==> src/nco_pkg.sv <==
// Shared constants and types of the waveform generator core.
// Assumes a single 200 MHz clock and a 16-bit serial word as the only way in.
package nco_pkg;

	// ******************************
	// Widths
	// ******************************
	localparam int FREQ_W  = 28;
	localparam int PHASE_W = 12;
	localparam int WORD_W  = 16;
	localparam int HALF_W  = 14;
	localparam int DAC_W   = 10;
	localparam int ACC_LO  = FREQ_W - PHASE_W;

	// ******************************
	// Word address codes (top two bits)
	// ******************************
	localparam logic [1:0] ADDR_CONTROL = 2'h0;
	localparam logic [1:0] ADDR_FREQ_A  = 2'h1;
	localparam logic [1:0] ADDR_FREQ_B  = 2'h2;
	localparam logic [1:0] ADDR_PHASE   = 2'h3;

	// ******************************
	// Control word bit positions, and the phase word target bit
	// ******************************
	localparam int BIT_FULL_WORD  = 13;
	localparam int BIT_HALF_SEL   = 12;
	localparam int BIT_FREQ_SEL   = 11;
	localparam int BIT_PHASE_SEL  = 10;
	localparam int BIT_RESET      = 8;
	localparam int BIT_CLOCK_HALT = 7;
	localparam int BIT_DAC_PD     = 6;
	localparam int BIT_BIT_OUT    = 5;
	localparam int BIT_MSB_DIRECT = 3;
	localparam int BIT_MODE       = 1;
	localparam int BIT_PHASE_TGT  = 13;

	// ******************************
	// Values and counts
	// ******************************
	localparam logic [DAC_W-1:0]  DAC_MIDSCALE  = 10'h200;
	localparam logic [DAC_W-1:0]  DAC_ZERO      = 10'h000;
	localparam logic [3:0]        RESET_LATENCY = 4'h8;
	localparam logic [3:0]        LAST_BIT      = 4'hf;
	localparam logic [HALF_W-1:0] CTL_RESET_VAL = 14'h0000;

	// Serial receiver states
	typedef enum logic [2:0] {
		RX_IDLE  = 3'b001,
		RX_SHIFT = 3'b010,
		RX_DONE  = 3'b100
	} rx_state_t;

endpackage : nco_pkg

==> src/sine_lookup_if.sv <==
// Carrier between the core and its sine lookup memory.
// Assumes both ends run on the same clock.
`timescale 1ns/1ps
`default_nettype none
interface sine_lookup_if;
	import nco_pkg::*;
	logic [PHASE_W-1:0] phase;
	logic [DAC_W-1:0]   amplitude;
	modport requester (output phase, input amplitude);
	modport lookup (input phase, output amplitude);
endinterface : sine_lookup_if
`default_nettype wire

==> src/nco_core.sv <==
// Waveform generator core: serial word receiver, frequency and phase
// registers, phase accumulator, sine or triangle shaping and square output.
// Assumes serial pins are asynchronous to clk and slow against 200 MHz.
`timescale 1ns/1ps
`default_nettype none
module nco_core
	import nco_pkg::*;
(
	input  wire logic             clk,
	input  wire logic             rstn,
	input  wire logic             serial_clock,
	input  wire logic             serial_data_in,
	input  wire logic             frame_sync_n,
	output logic [DAC_W-1:0]      waveform_pin,
	output logic                  dac_active
);

	// ******************************
	// Pin synchronisers
	// ******************************
	logic sclk_meta, sclk_sync, sclk_prev;
	logic data_meta, data_sync;
	logic fs_meta, fs_sync;

	// Two flops per pin, a third for edge detection on the clean copy
	always_ff @(posedge clk) begin
		if (!rstn) begin
			{sclk_meta, sclk_sync, sclk_prev} <= 3'h7;
			{data_meta, data_sync}            <= 2'h0;
			{fs_meta, fs_sync}                <= 2'h3;
		end else begin
			{sclk_meta, sclk_sync, sclk_prev} <= {serial_clock, sclk_meta, sclk_sync};
			{data_meta, data_sync}            <= {serial_data_in, data_meta};
			{fs_meta, fs_sync}                <= {frame_sync_n, fs_meta};
		end
	end

	wire logic sclk_fall = sclk_prev & ~sclk_sync;

	// ******************************
	// Serial word receiver
	// ******************************
	rx_state_t           state, next_state;
	logic [3:0]          bit_count;
	logic [WORD_W-1:0]   shift;
	logic [WORD_W-1:0]   rx_word;
	logic                word_valid;

	// A bit is taken on each serial clock fall inside the frame, up to the sixteenth
	wire logic take_bit  = sclk_fall && !fs_sync && (state != RX_DONE);
	wire logic last_bit  = take_bit && (bit_count == LAST_BIT);

	// A frame that ends early is dropped; extra bits after 16 are ignored
	always_comb begin
		next_state = state;
		unique case (state)
			RX_IDLE:  if (!fs_sync) next_state = RX_SHIFT;
			RX_SHIFT: if (fs_sync) next_state = RX_IDLE;
			          else if (last_bit) next_state = RX_DONE;
			RX_DONE:  if (fs_sync) next_state = RX_IDLE;
			default:  next_state = RX_IDLE;
		endcase
	end

	always_ff @(posedge clk) begin
		if (!rstn) begin
			state      <= RX_IDLE;
			bit_count  <= 4'h0;
			shift      <= 16'h0000;
			rx_word    <= 16'h0000;
			word_valid <= 1'b0;
		end else begin
			state      <= next_state;
			bit_count  <= fs_sync ? 4'h0 : (take_bit ? bit_count + 4'h1 : bit_count);
			shift      <= take_bit ? {shift[WORD_W-2:0], data_sync} : shift;
			rx_word    <= last_bit ? {shift[WORD_W-2:0], data_sync} : rx_word;
			word_valid <= last_bit;
		end
	end

	// ******************************
	// Word decode
	// ******************************
	wire logic [1:0]        word_addr = rx_word[WORD_W-1:WORD_W-2];
	wire logic [HALF_W-1:0] payload   = rx_word[HALF_W-1:0];
	wire logic              wr_ctl    = word_valid && (word_addr == ADDR_CONTROL);

	// ******************************
	// Control register
	// ******************************
	logic [HALF_W-1:0] ctl;

	always_ff @(posedge clk) begin
		if (!rstn) ctl <= CTL_RESET_VAL;
		else if (wr_ctl) ctl <= payload;
	end

	wire logic full_word         = ctl[BIT_FULL_WORD];
	wire logic half_select       = ctl[BIT_HALF_SEL];
	wire logic frequency_select  = ctl[BIT_FREQ_SEL];
	wire logic phase_select      = ctl[BIT_PHASE_SEL];
	wire logic ctl_reset         = ctl[BIT_RESET];
	wire logic clock_halt        = ctl[BIT_CLOCK_HALT];
	wire logic dac_powerdown     = ctl[BIT_DAC_PD];
	wire logic bit_output_enable = ctl[BIT_BIT_OUT];
	wire logic msb_direct        = ctl[BIT_MSB_DIRECT];
	wire logic wave_mode         = ctl[BIT_MODE];

	// ******************************
	// Frequency and phase registers
	// ******************************
	logic [FREQ_W-1:0]  freq_word [2];
	logic [PHASE_W-1:0] phase_off [2];
	logic [FREQ_W-1:0]  next_freq [2];
	logic [1:0]         freq_hit;
	logic [1:0]         phase_hit;
	logic               pend_valid;
	logic               pend_target;
	logic [HALF_W-1:0]  pend_lsb;

	genvar t;
	generate
		for (t = 0; t < 2; t++) begin : g_regs
			localparam logic [1:0] TARGET = (t == 0) ? ADDR_FREQ_A : ADDR_FREQ_B;
			wire logic commit = freq_hit[t] && full_word && pend_valid && (pend_target == t);

			// Address decode of frequency and phase loads
			assign freq_hit[t]  = word_valid && (word_addr == TARGET);
			assign phase_hit[t] = word_valid && (word_addr == ADDR_PHASE)
			                      && (payload[BIT_PHASE_TGT] == t);

			// Second write of a pair commits both halves at once
			assign next_freq[t] = commit ? {payload, pend_lsb} :
			                      (freq_hit[t] && !full_word) ?
			                      (half_select ? {payload, freq_word[t][HALF_W-1:0]}
			                                   : {freq_word[t][FREQ_W-1:HALF_W], payload})
			                      : freq_word[t];

			// Register storage, not touched by the reset bit
			always_ff @(posedge clk) begin
				if (!rstn) begin
					freq_word[t] <= 28'h000_0000;
					phase_off[t] <= 12'h000;
				end else begin
					freq_word[t] <= next_freq[t];
					if (phase_hit[t]) phase_off[t] <= payload[PHASE_W-1:0];
				end
			end
		end
	endgenerate

	wire logic [FREQ_W-1:0]  frequency_word_a = freq_word[0];
	wire logic [FREQ_W-1:0]  frequency_word_b = freq_word[1];
	wire logic [PHASE_W-1:0] phase_offset_a   = phase_off[0];
	wire logic [PHASE_W-1:0] phase_offset_b   = phase_off[1];
	wire logic               any_freq_hit     = |freq_hit;
	wire logic               hit_target       = freq_hit[1];

	// First write of a pair is held until its partner arrives; a control word or a write to the other frequency register drops it
	always_ff @(posedge clk) begin
		if (!rstn) begin
			pend_valid  <= 1'b0;
			pend_target <= 1'b0;
			pend_lsb    <= 14'h0000;
		end else if (wr_ctl) begin
			pend_valid  <= 1'b0;
		end else if (any_freq_hit && full_word) begin
			pend_valid  <= !(pend_valid && (pend_target == hit_target));
			pend_target <= hit_target;
			pend_lsb    <= (pend_valid && (pend_target == hit_target)) ? pend_lsb : payload;
		end
	end

	// ******************************
	// Phase accumulator and offset
	// ******************************
	wire logic [FREQ_W-1:0]  active_freq  = frequency_select ? frequency_word_b
	                                                         : frequency_word_a;
	wire logic [PHASE_W-1:0] active_phase = phase_select ? phase_offset_b
	                                                     : phase_offset_a;
	// Internal clock runs unless the halt sleep bit or the reset bit is set
	wire logic run = !ctl_reset && !clock_halt;
	logic [FREQ_W-1:0]  acc;
	logic [PHASE_W-1:0] phase_sum;
	logic [DAC_W-1:0]   tri_wave;
	logic [3:0]         hold_count;
	logic [DAC_W-1:0]   dac_code;
	logic               msb_prev;
	logic               half_square;

	// Wraps modulo 2^28; halt freezes it, reset bit clears it
	always_ff @(posedge clk) begin
		if (!rstn || ctl_reset) acc <= 28'h000_0000;
		else if (run) acc <= acc + active_freq;
	end

	// Upper 12 accumulator bits plus offset: one step is 2pi/4096
	always_ff @(posedge clk) begin
		if (!rstn || ctl_reset) phase_sum <= 12'h000;
		else if (run) phase_sum <= acc[FREQ_W-1:ACC_LO] + active_phase;
	end

	// ******************************
	// Amplitude shaping
	// ******************************
	sine_lookup_if lookup_bus ();
	assign lookup_bus.phase = phase_sum;

	sine_lookup_rom u_sine_lookup (
		.clk  (clk),
		.port (lookup_bus.lookup)
	);

	// Triangle from the truncated phase, aligned with the lookup delay
	always_ff @(posedge clk) begin
		if (!rstn) tri_wave <= DAC_ZERO;
		else tri_wave <= phase_sum[PHASE_W-1] ? ~phase_sum[PHASE_W-2:1]
		                                      : phase_sum[PHASE_W-2:1];
	end

	wire logic [DAC_W-1:0] shaped = wave_mode ? tri_wave
	                                          : lookup_bus.amplitude;

	// Counts the settling cycles after the reset bit drops
	always_ff @(posedge clk) begin
		if (!rstn || ctl_reset) hold_count <= RESET_LATENCY;
		else if (!clock_halt && hold_count != 4'h0) hold_count <= hold_count - 4'h1;
	end

	// DAC data: midscale while settling, frozen while halted
	always_ff @(posedge clk) begin
		if (!rstn || hold_count != 4'h0) dac_code <= DAC_MIDSCALE;
		else if (!clock_halt) dac_code <= shaped;
	end

	// ******************************
	// Square output and pin
	// ******************************
	always_ff @(posedge clk) begin
		if (!rstn || ctl_reset) begin
			msb_prev    <= 1'b0;
			half_square <= 1'b0;
		end else begin
			msb_prev    <= dac_code[DAC_W-1];
			half_square <= half_square ^ (dac_code[DAC_W-1] & ~msb_prev);
		end
	end

	wire logic square = msb_direct ? dac_code[DAC_W-1] : half_square;
	wire logic [DAC_W-1:0] next_pin = bit_output_enable ? {DAC_W{square}} :
	                                  dac_powerdown ? DAC_ZERO : dac_code;

	// Pin and DAC power state are registered
	always_ff @(posedge clk) begin
		if (!rstn) begin
			waveform_pin <= DAC_MIDSCALE;
			dac_active   <= 1'b1;
		end else begin
			waveform_pin <= next_pin;
			dac_active   <= !dac_powerdown;
		end
	end
endmodule : nco_core
`default_nettype wire

==> src/sine_lookup_rom.sv <==
// Phase to amplitude table: quarter wave of 32 points, mirrored and signed.
// Assumes the phase input is stable for a cycle; answer one cycle later.
`timescale 1ns/1ps
`default_nettype none
module sine_lookup_rom
	import nco_pkg::*;
(
	input wire logic          clk,
	sine_lookup_if.lookup     port
);

	// ******************************
	// Quarter-wave amplitude table
	// ******************************
	function automatic logic [8:0] quarter(input logic [4:0] idx);
		logic [8:0] v;
		v = 9'h000;
		unique case (idx)
			5'h00: v = 9'h00d;  5'h01: v = 9'h026;  5'h02: v = 9'h03f;  5'h03: v = 9'h057;
			5'h04: v = 9'h070;  5'h05: v = 9'h088;  5'h06: v = 9'h0a0;  5'h07: v = 9'h0b8;
			5'h08: v = 9'h0cf;  5'h09: v = 9'h0e6;  5'h0a: v = 9'h0fc;  5'h0b: v = 9'h111;
			5'h0c: v = 9'h126;  5'h0d: v = 9'h13a;  5'h0e: v = 9'h14e;  5'h0f: v = 9'h160;
			5'h10: v = 9'h172;  5'h11: v = 9'h183;  5'h12: v = 9'h193;  5'h13: v = 9'h1a2;
			5'h14: v = 9'h1b0;  5'h15: v = 9'h1bd;  5'h16: v = 9'h1c8;  5'h17: v = 9'h1d3;
			5'h18: v = 9'h1dd;  5'h19: v = 9'h1e5;  5'h1a: v = 9'h1ec;  5'h1b: v = 9'h1f3;
			5'h1c: v = 9'h1f7;  5'h1d: v = 9'h1fb;  5'h1e: v = 9'h1fe;  5'h1f: v = 9'h1ff;
		endcase
		return v;
	endfunction : quarter

	// Quadrant fold: odd quadrants run backwards, upper half is negative
	wire logic [4:0] index   = port.phase[PHASE_W-2] ? ~port.phase[PHASE_W-3:PHASE_W-7]
	                                                 : port.phase[PHASE_W-3:PHASE_W-7];
	wire logic [8:0] mag     = quarter(index);
	wire logic [9:0] signed_ = port.phase[PHASE_W-1] ? (DAC_MIDSCALE - {1'b0, mag})
	                                                 : (DAC_MIDSCALE + {1'b0, mag});

	// Registered read data
	always_ff @(posedge clk) begin
		port.amplitude <= signed_;
	end

endmodule : sine_lookup_rom
`default_nettype wire

==> config.mk <==
export PLATFORM = sky130hd
export DESIGN_NAME = nco_core
export DESIGN_NICKNAME = d
export VERILOG_FILES = /design/src/nco_pkg.sv /design/src/sine_lookup_if.sv /design/src/nco_core.sv /design/src/sine_lookup_rom.sv
export SDC_FILE = /design/constraint.sdc
export NUM_CORES = 1
export LEC_CHECK = 0
export BUFFER_PORTS_ARGS = -buffer_cell sky130_fd_sc_hd__buf_2
export CAP_MARGIN = 20
export CORE_AREA = 2 2 178 214
export CTS_BUF_LIST = sky130_fd_sc_hd__clkbuf_4 sky130_fd_sc_hd__clkbuf_8
export DETAILED_ROUTE_END_ITERATION = 16
export DIE_AREA = 0 0 180 216
export PLACE_DENSITY = 0.57
export SYNTH_ARGS = -nofsm -noshare
export SYNTH_HDL_FRONTEND = slang
export SYNTH_SLANG_ARGS = --single-unit
export TNS_END_PERCENT = 50
==> constraint.sdc <==
create_clock -name clk -period 4.75 [get_ports clk]
set_input_delay 0.2375 -clock clk [delete_from_list [all_inputs] [get_ports clk]]
set_output_delay 0.2375 -clock clk [all_outputs]
set_load 0.1 [all_outputs]
-- Word-level counts from Yosys, hierarchy flattened
Memory sizes are Yosys's and may differ from the RTL's.
Cells that the tools add are included.
- memories kept: 3
- flip-flop bits (word level): 163
- bits of input ports: 5
- bits in latches: 0
- word-level logic and storage cells: 133
- ROM bits: 288
- output and inout port bits: 11
- bits in writable memories: 80
- order comparisons: 0
- bitwise operators: 16
- add/subtract/negate cells: 6
- reduce and logical (&&, ||, !) cells: 38
- mux-type cells: 32
- divide/modulo/power cells: 0
- equality and inequality tests: 12
- shift operators: 0
- multiply operators: 0
- memories (memory ; depth ; bits a word ; rd ports ; clocked after Yosys merged registers in ; write ports ; line ; text):
    (no name shown) ; 32 ; 9 ; 1 ; 0 ; 0 ; sine_lookup_rom.sv:18 ; unique case (idx)
    freq_word ; 2 ; 28 ; 2 ; 0 ; 2 ; nco_core.sv:112 ; logic [FREQ_W-1:0] freq_word [2];
    phase_off ; 2 ; 12 ; 2 ; 0 ; 2 ; nco_core.sv:113 ; logic [PHASE_W-1:0] phase_off [2];
- operators with widths (operator ; count):
    2-to-1 mux 28 bit ; 9
    2-to-1 mux 10 bit ; 5
    2-to-1 mux 12 bit ; 3
    adder 28 bit ; 1
    logical AND 1 bit ; 21
    adder 12 bit ; 1
    2-to-1 mux 3 bit ; 4
    adder 10 x 9 -> 10 bit (first input constant) ; 1
    NOT 10 bit ; 1
    subtractor 10 x 9 -> 10 bit (first input constant) ; 1
    2-to-1 mux 1 bit ; 9
    case mux 3 bit (3 select lines) ; 1
    logical NOT 1 bit ; 7
    NOT 1 bit ; 7
    inequality test 3 bit (second input constant) ; 2
    AND reduction 3 bit ; 2
    OR reduction 2 bit ; 3
    2-to-1 mux 5 bit ; 1
    NOT 5 bit ; 1
    adder 4 x 1 -> 4 bit (second input constant) ; 1
    == test 2 bit (second input constant) ; 2
    == test 4 bit (second input constant) ; 1
    inequality test 2 bit (second input constant) ; 2
    OR 1 bit ; 4
    12 further kinds ; 14

-- Longest topological paths before layout
Gate-level depths: netlist (run 1).
- depth in word-level cells: 8
- gate-level depth with buffers: 16
- mapped depth without buffers: 12

-- Modules after synthesis
Synthesis (run 1) repeated with hierarchy kept, for this count alone.
- cells, all modules: 1382
- area, all modules: 12592.1 um^2
- modules (own cells, without submodules) (module ; area each (um^2) ; sequential area each (um^2) ; cells an instance ; times used):
    nco_core ; 11086.9 ; 4824.6 ; 1188 ; 1
    sine_lookup_rom ; 1505.2 ; 200.2 ; 194 ; 1

-- Least setup slack after synthesis (run 1)
OpenSTA, ideal clock, no wires.
- kind: register to register
- start: reg ctl[11]
- end: reg acc[25]
- data required time: 4683 ps
- cell stages (with the launch flop): 13
- path buffers: 2
- library setup time: 67 ps
- data arrival time: 3383 ps
- slack: 1299 ps
- period minus slack after synthesis: 3451 ps
- cell sequence: dfxtp_1 -> buf_1 -> buf_1 -> mux2_2 -> ha_1 -> a211oi_2 -> nor2_1 -> or3_1 -> o21a_4 -> a31oi_4 -> mux2i_1 -> a2111o_1 -> a21oi_2
- cells in the longest elaborated chain, start to end: 2
- ends and longest elaborated chain (item ; line ; text):
    start: declaration ; nco_core.sv:91 ; logic [HALF_W-1:0] ctl;
    start signal: assignment ; nco_core.sv:95 ; else if (wr_ctl) ctl <= payload;
    2-to-1 mux 28 bit ; nco_core.sv:177 ; wire logic [FREQ_W-1:0] active_freq = frequency_select ? frequency_word_b
    adder 28 bit ; nco_core.sv:194 ; else if (run) acc <= acc + active_freq;
    end signal: assignment ; nco_core.sv:194 ;
    end: declaration ; nco_core.sv:183 ; logic [FREQ_W-1:0] acc;
Every way passes these cells.
A chain may end at the register's enable or synchronous reset.

-- Worst setup path after layout (run 1)
- start: reg ctl[11]
- end: reg acc[27]
Same word-level chain as after synthesis.

==> impl_metrics.py, run 1 <==
metrics = {
    "flow_run": {
        "drv_cap": 0,
    },
    "synthesis": {
        "avgSynthCellArea_um2": 8.93,
        "yosysWarnings": 0,
        "syn_nets": 1436,
        "synth_seq_cells": 238,
        "synth-main-ff-cell": "dfxtp_1",
        "yosysTopAreaCellShare": 0.346,
        "ys_seq_area_frac": 0.405,
        "synth.largest_area_cell": "dfxtp_1",
        "synthTopCellsByArea": "dfxtp_1, mux2i_1, edfxtp_1",
        "synth_cell_types": 77,
        "netlist_instances": 1385,
        "syn_area_mm2": 0.0124,
        "synth_edf_count": 24,
        "synthArstFlopShare": 0,
    },
    "finish": {
        "diodes": 0,
        "drive_above_1_share": 0.117,
        "syn_to_final_growth_pct": 10.7,
        "fillers": 3764,
        "finalNetCount": 1419,
    },
    "sta": {
        "hold_viol": 0,
        "worst_slew_pin_slew_ns": 1.07,
        "fin_crit_sh": 0.711,
        "rsz0062_at_grt": "false",
        "hold_ws_ns": 0.0729,
        "setup_tns_ns": 0,
        "fin_crit_ns": 3.38,
        "max_slew_margin": 0.286,
        "final.setup_skew_ns": 0.0277,
        "fmax_mhz": 296,
        "maxSlewViolCount": 0,
        "setup_viol": 0,
    },
    "die": {
        "die_w_um": 180,
        "fp-row-count": 77,
        "core_mm2": 0.0367,
        "dieHeight_um": 216,
        "start_util": 0.337,
        "die-area_mm2": 0.0389,
        "io_pins": 16,
    },
    "grt": {
        "grt_pass1_vias": 9268,
        "grt_start_max_net_pins": 112,
        "top_usage_layer": "met2",
        "met3_usage": 0.0250,
        "antenna_found_initial": 0,
        "met2_usage": 0.253,
        "met1_usage": 0.187,
        "grt_first_pass_wirelength_mm": 47.5,
        "globalRouteTotalUtil": 0.147,
        "grt_overflow_total": 0,
    },
    "clock_network": {
        "post_cts_resized": 0,
        "insertion_delay_ns": 0.56,
        "cts_sinks": 238,
        "root_buffer": "clkbuf_8",
        "cts.clk_slew.worst_paths_ns": 0.06,
        "clockBufferDepth": 3,
        "cts_tree": "yes",
        "cts_buffers": 42,
        "cts_setup_buffers": 0,
        "htreeDepth": 2,
    },
    "routing": {
        "antenna_left": 0,
        "first_pass_iters": 5,
        "wl_mm": 29.2,
        "drtIter0Drc": 494,
        "drc_errors": 0,
        "avgRoutedWirePerCell_um": 15.6,
        "num_vias": 9555,
        "vias_per_cell": 5.10,
    },
    "critical_path": {
        "endpoint": "acc[27]$_SDFFE_PP0P_",
        "cp-start-kind": "register",
        "reg2reg_slack_ns": 1.37,
        "endpoint_kind": "register",
        "arrival_ns": 3.84,
        "required_ns": 5.21,
        "r2r_cells": 11,
        "r2r_end": "acc[27]$_SDFFE_PP0P_",
        "path_class": "reg2reg",
        "reg2reg_from": "ctl[11]$_SDFFE_PN0P_",
        "cp_max_fo": 26,
        "cp-startpoint": "ctl[11]$_SDFFE_PN0P_",
    },
    "outcome": {
        "status": "complete, no violations",
    },
    "placement": {
        "gp_congestion": 0.849,
        "port_buffers": 15,
        "dpl.hpwl_mm": 19.7,
    },
    "power": {
        "vdd_drop_max_mv": 0.270,
        "leakagePower_uw": 0.00511,
        "power.density_mw_per_mm2": 319,
    },
    "hold_path": {
        "holdCritPathClass": "in2reg",
        "worstHoldStart": "rstn",
    },
}
sequential cells by signal, summed over array words and instances, names as in the netlist, 3 cells and up:
register / count
state: 3
waveform_pin: 10
hold_count: 4
u_sine_lookup.port.amplitude: 10
rx_word: 16
freq_word: 56
ctl: 10
dac_code: 10
pend_lsb: 14
tri_wave: 10
phase_off: 24
bit_count: 4
shift: 15
acc: 28
lookup_bus.phase: 11
cell usage after synthesis, drive strengths merged (4+ instances only):
cell type and number:
xnor2 32, o211ai 5, ha 44, mux2 40
inv 23, a21oi 105, o21bai 6, edfxtp 24
nor3 23, nand2b 16, a21boi 51, o21a 8
or2 4, nand4 14, and2 43, a22o 5
a22oi 20, mux2i 80, a21o 12, buf 35
clkbuf 59, a211oi 7, and3 5, o211a 10
xor2 23, o31ai 7, o22ai 4, dfxtp 214
or3 7, nand2 171, nor2b 77, o21ai 49
a31oi 12, nor2 86, nand3 16
cells in the final DEF (no fill, tap or decap), drive strengths merged, types with 5 or more instances in the layout:
master,n
a21o,12
a21boi,51
dfxtp,214
xnor2,32
a21oi,105
a211oi,7
o31ai,7
edfxtp,24
nand2,171
a31oi,12
and3,5
or3,7
nor2b,77
and2,43
o211ai,5
nor3,23
nand4,14
clkbuf,66
nand3,16
clkinv,7
a22o,5
inv,25
xor2,23
o211a,10
nor2,86
o21bai,6
a22oi,20
nand2b,16
o21ai,49
mux2i,80
mux2,40
buf,30
o21a,8
ha,44
per-stage QoR:
step	worst slack [ns]	cell area, um^2	total power, uW	std cells	util
after floorplan	1.30	12400	2410	1385	-
after global placement	1.44	12800	2470	1794	0.348
after detailed placement	1.39	12800	2470	1795	0.348
after CTS	1.36	13700	4430	1873	0.373
after global routing	1.05	13700	4560	1873	0.373
final	1.37	13700	4360	1873	0.373
critical path: stages (launching register included):
cell and delay, ns:
dfxtp_1 0.41, buf_4 0.38, mux2_2 0.39, ha_1 0.40
nand4_1 0.14, o21bai_1 0.20, or3_1 0.15, o21a_4 0.18
a31oi_4 0.13, or4_1 0.55, a31o_1 0.24, a21oi_1 0.11
layer usage:
metal,routed length (um),up-vias
met2,13800,200
met4,702,0
met1,13400,4468
li1,-,4831
met5,0,-
met3,1350,56
final cells by class:
class                   count  area, um^2  share of cell area
clock buffers              66         808              0.0591
clock inverters             9        63.8             0.00466
inverters                  23        86.3             0.00631
multi-input cells        1030        6910               0.505
flip-flops and latches    238        5010               0.366
well taps                 474         593              0.0433
repair buffers             33         224              0.0164
where the power goes:
part	internal, uW	switching [uW]
combinational	118	184
sequential	2090	37.2
clock	1090	847
total	3300	1070
logic make-up (layout without fill, tap and decap cells):
logic type	count (synthesis)	count (layout)	share of synthesized area
AOI/OAI and AO/OA	332	332	0.181
muxes	120	120	0.101
adders and majority gates	46	46	0.0477
DFF	238	238	0.405
xor gates and xnor gates	55	55	0.0389
and+or+nand+nor	477	477	0.188
buffers and inverters	117	131	0.0384
worst min path at each step:
stage / to / slack [ns] / cells after the start
3_3_place_gp: fs_sync$_SDFF_PN1_ / 0.40 / 1
6_report: fs_meta$_SDFF_PN1_ / 0.07 / 2
5_1_grt: sclk_sync$_SDFF_PN1_ / 0.05 / 2
4_1_cts: sclk_meta$_SDFF_PN1_ / 0.03 / 2
3_5_place_dp: fs_sync$_SDFF_PN1_ / 0.40 / 1
2_1_floorplan: fs_meta$_SDFF_PN1_ / 0.34 / 1
what timing repair did:
action,4_1_cts,5_1_grt
hold buffers,3,0
endpoints found under the setup margin,0,0
hold endpoints to repair,3,0
Power figures use the tool's default switching activity.
==> inputs of run 2 (changes only) <==
--- a/config.mk
+++ b/config.mk
@@ -5,13 +5,14 @@
 export SDC_FILE = /design/constraint.sdc
 export NUM_CORES = 1
 export LEC_CHECK = 0
+export ABC_AREA = 1
 export BUFFER_PORTS_ARGS = -buffer_cell sky130_fd_sc_hd__buf_2
 export CAP_MARGIN = 20
-export CORE_AREA = 2 2 178 214
+export CORE_AREA = 2 2 175 212
 export CTS_BUF_LIST = sky130_fd_sc_hd__clkbuf_4 sky130_fd_sc_hd__clkbuf_8
 export DETAILED_ROUTE_END_ITERATION = 16
-export DIE_AREA = 0 0 180 216
-export PLACE_DENSITY = 0.57
+export DIE_AREA = 0 0 177 214
+export PLACE_DENSITY = 0.59
 export SYNTH_ARGS = -nofsm -noshare
 export SYNTH_HDL_FRONTEND = slang
 export SYNTH_SLANG_ARGS = --single-unit
==> constraint.sdc (replaced) <==
create_clock -name clk -period 3.1 [get_ports clk]
set_input_delay 0.155 -clock clk [delete_from_list [all_inputs] [get_ports clk]]
set_output_delay 0.155 -clock clk [all_outputs]
set_load 0.1 [all_outputs]
==> impl_metrics.py, run 2 <==
metrics = {
    "clock_network": {
        "htreeDepth": 2,
        "cts_buffers": 43,
        "cts_tree": "yes",
        "insertion_delay_ns": 0.55,
        "cts_setup_buffers": 0,
        "cts_sinks": 238,
        "cts.clk_slew.worst_paths_ns": 0.06,
        "clockBufferDepth": 3,
        "root_buffer": "clkbuf_8",
    },
    "outcome": {
        "status": "complete, no violations",
    },
    "critical_path": {
        "required_ns": 3.54,
        "path_class": "reg2reg",
        "endpoint_kind": "register",
        "reg2reg_slack_ns": 0.33,
        "cp_max_fo": 29,
        "cp-start-kind": "register",
        "arrival_ns": 3.21,
    },
    "finish": {
        "largest_registers": "freq_word x56, acc x28, phase_off x24",
        "top_register": "freq_word",
        "drive_above_1_share": 0.113,
        "largest_reg_flops": 56,
        "final_cell_mix": "nand2_1, nor2_1, dfxtp_1",
        "syn_to_final_growth_pct": 11.7,
        "finalNetCount": 1696,
        "fin_util": 0.377,
        "final_cells": 2142,
        "diodes": 0,
        "final_common_cell": "nand2_1",
    },
    "synthesis": {
        "synth.largest_area_cell": "dfxtp_1",
        "synthArstFlopShare": 0,
        "synth_cell_types": 49,
        "netlist_instances": 1628,
        "synth_common_cells": "nand2_1, nor2_1, dfxtp_1, a21oi_1, inv_1",
        "yosysMostFrequentCell": "nand2_1",
        "yosysTopAreaCellShare": 0.356,
        "syn_nets": 1679,
        "syn_area_mm2": 0.0120,
        "synth-main-ff-cell": "dfxtp_1",
        "synthTopCellsByArea": "dfxtp_1, nand2_1, a21oi_1",
        "synth_seq_cells": 238,
        "synth_edf_count": 24,
        "ys_seq_area_frac": 0.416,
        "avgSynthCellArea_um2": 7.39,
        "yosysWarnings": 0,
    },
    "routing": {
        "antenna_left": 0,
        "drc_errors": 0,
        "drtIter0Drc": 653,
        "first_pass_iters": 5,
        "wl_mm": 31.1,
        "vias_per_cell": 4.92,
        "num_vias": 10500,
        "avgRoutedWirePerCell_um": 14.5,
    },
    "flow_run": {
        "drv_cap": 0,
    },
    "power": {
        "power.density_mw_per_mm2": 507,
        "p_int_uw": 5110,
        "seqPwrFrac": 0.479,
        "clkPwrFrac": 0.438,
        "vdd_drop_max_mv": 0.295,
        "p_sw_uw": 1690,
        "p_sw_frac": 0.249,
        "combPwrFrac": 0.083,
        "leakagePower_uw": 0.00594,
    },
    "sta": {
        "rsz0062_at_grt": "false",
        "max_slew_margin": 0.430,
        "fin_crit_sh": 0.894,
        "final.setup_skew_ns": 0.0182,
        "hold_viol": 0,
        "fin_crit_ns": 2.77,
        "fmax_mhz": 361,
        "maxSlewViolCount": 0,
        "worst_slew_pin_slew_ns": 0.855,
        "setup_viol": 0,
        "setup_tns_ns": 0,
    },
    "grt": {
        "grt_overflow_total": 0,
        "globalRouteTotalUtil": 0.164,
        "grt_start_max_net_pins": 100,
        "grt_first_pass_wirelength_mm": 50.6,
        "grt_pass1_vias": 10000,
        "antenna_found_initial": 0,
    },
    "die": {
        "io_pins": 16,
        "die-area_mm2": 0.0379,
        "fp-row-count": 76,
        "dieHeight_um": 214,
        "core_mm2": 0.0357,
        "start_util": 0.337,
        "die_w_um": 177,
    },
    "placement": {
        "dpl.hpwl_mm": 22.0,
        "gp_congestion": 0.871,
        "port_buffers": 15,
        "dp.cells": 2065,
    },
    "hold_path": {
        "holdCritPathClass": "in2reg",
    },
}
## run 2: metal layers
| layer | global-route usage | share of wire | vias up | routed length, um |
|---|---|---|---|---|
| met5 | 0 | 0 | - | 0 |
| met4 | 0.0689 | 0.037 | 0 | 1160 |
| met3 | 0.0291 | 0.043 | 78 | 1350 |
| met2 | 0.275 | 0.48 | 230 | 14800 |
| met1 | 0.205 | 0.44 | 4816 | 13800 |
| li1 | - | - | 5422 | - |
## run 2: cells by family after synthesis
kind of cell,count (synthesis),synth area share
AND/OR/NAND/NOR,661,0.231
AO/OA/AOI/OAI,384,0.170
flip-flops,238,0.416
buffers and inverters,234,0.0778
adder cells (fa/ha/maj),46,0.0491
multiplexers,39,0.0363
XOR/XNOR,26,0.0189
## run 2: final cells by class
class / count / area, um^2
inverter: 174 / 656
clock inverter: 10 / 77.6
tap: 468 / 586
sequential: 238 / 5000
fill: 3709 / 22200
clock buffer: 64 / 793
timing repair buffer: 32 / 223
multi-input combinational: 1156 / 6090
## run 2: path summary, 6_finish.rpt
check,end,from,cells after the start
worst max register to register,acc[19]$_SDFFE_PP0P_,ctl[11]$_SDFFE_PN0P_,12
worst min register to register,sclk_sync$_SDFF_PN1_,sclk_meta$_SDFF_PN1_,1
worst min-delay path,dac_code[8]$_SDFFE_PP0N_,rstn,5
worst max-delay path,acc[19]$_SDFFE_PP0P_,ctl[11]$_SDFFE_PN0P_,12
## run 2: through the flow
step           setup WS, ns  hold slack (ns)  power (uW)  instance area, um^2
2_1_floorplan         0.363            0.253        3770                12000
3_3_place_gp          0.267            0.343        3880                12500
3_5_place_dp          0.253            0.346        3890                12500
4_1_cts               0.248            0.224        6910                13400
5_1_grt               0.111            0.291        7130                13400
6_report              0.330            0.242        6810                13400
## run 2: power by group through the flow
stage               clock network (uW)  logic (uW)  registers (uW)
finish                            2980         564            3260
detailed placement                   0         566            3330
floorplan                            0         419            3350
CTS                               3080         572            3260
global placement                     0         558            3320
global route                      3220         646            3270
## run 2: timing repair
item	CTS	global route
hold buffers	3	0
hold endpoints to repair	3	0
resized for setup	0	0
## run 2: worst max-delay path, stage by stage, from the launching register on
cell,delay (ns)
dfxtp_1,0.37
buf_12,0.21
mux2_2,0.38
ha_1,0.35
a21oi_1,0.20
a21boi_0,0.37
nand3_1,0.27
nand3_1,0.13
nand2_1,0.07
nand2_1,0.06
nand2_1,0.04
o21bai_1,0.14
inv_1,0.05
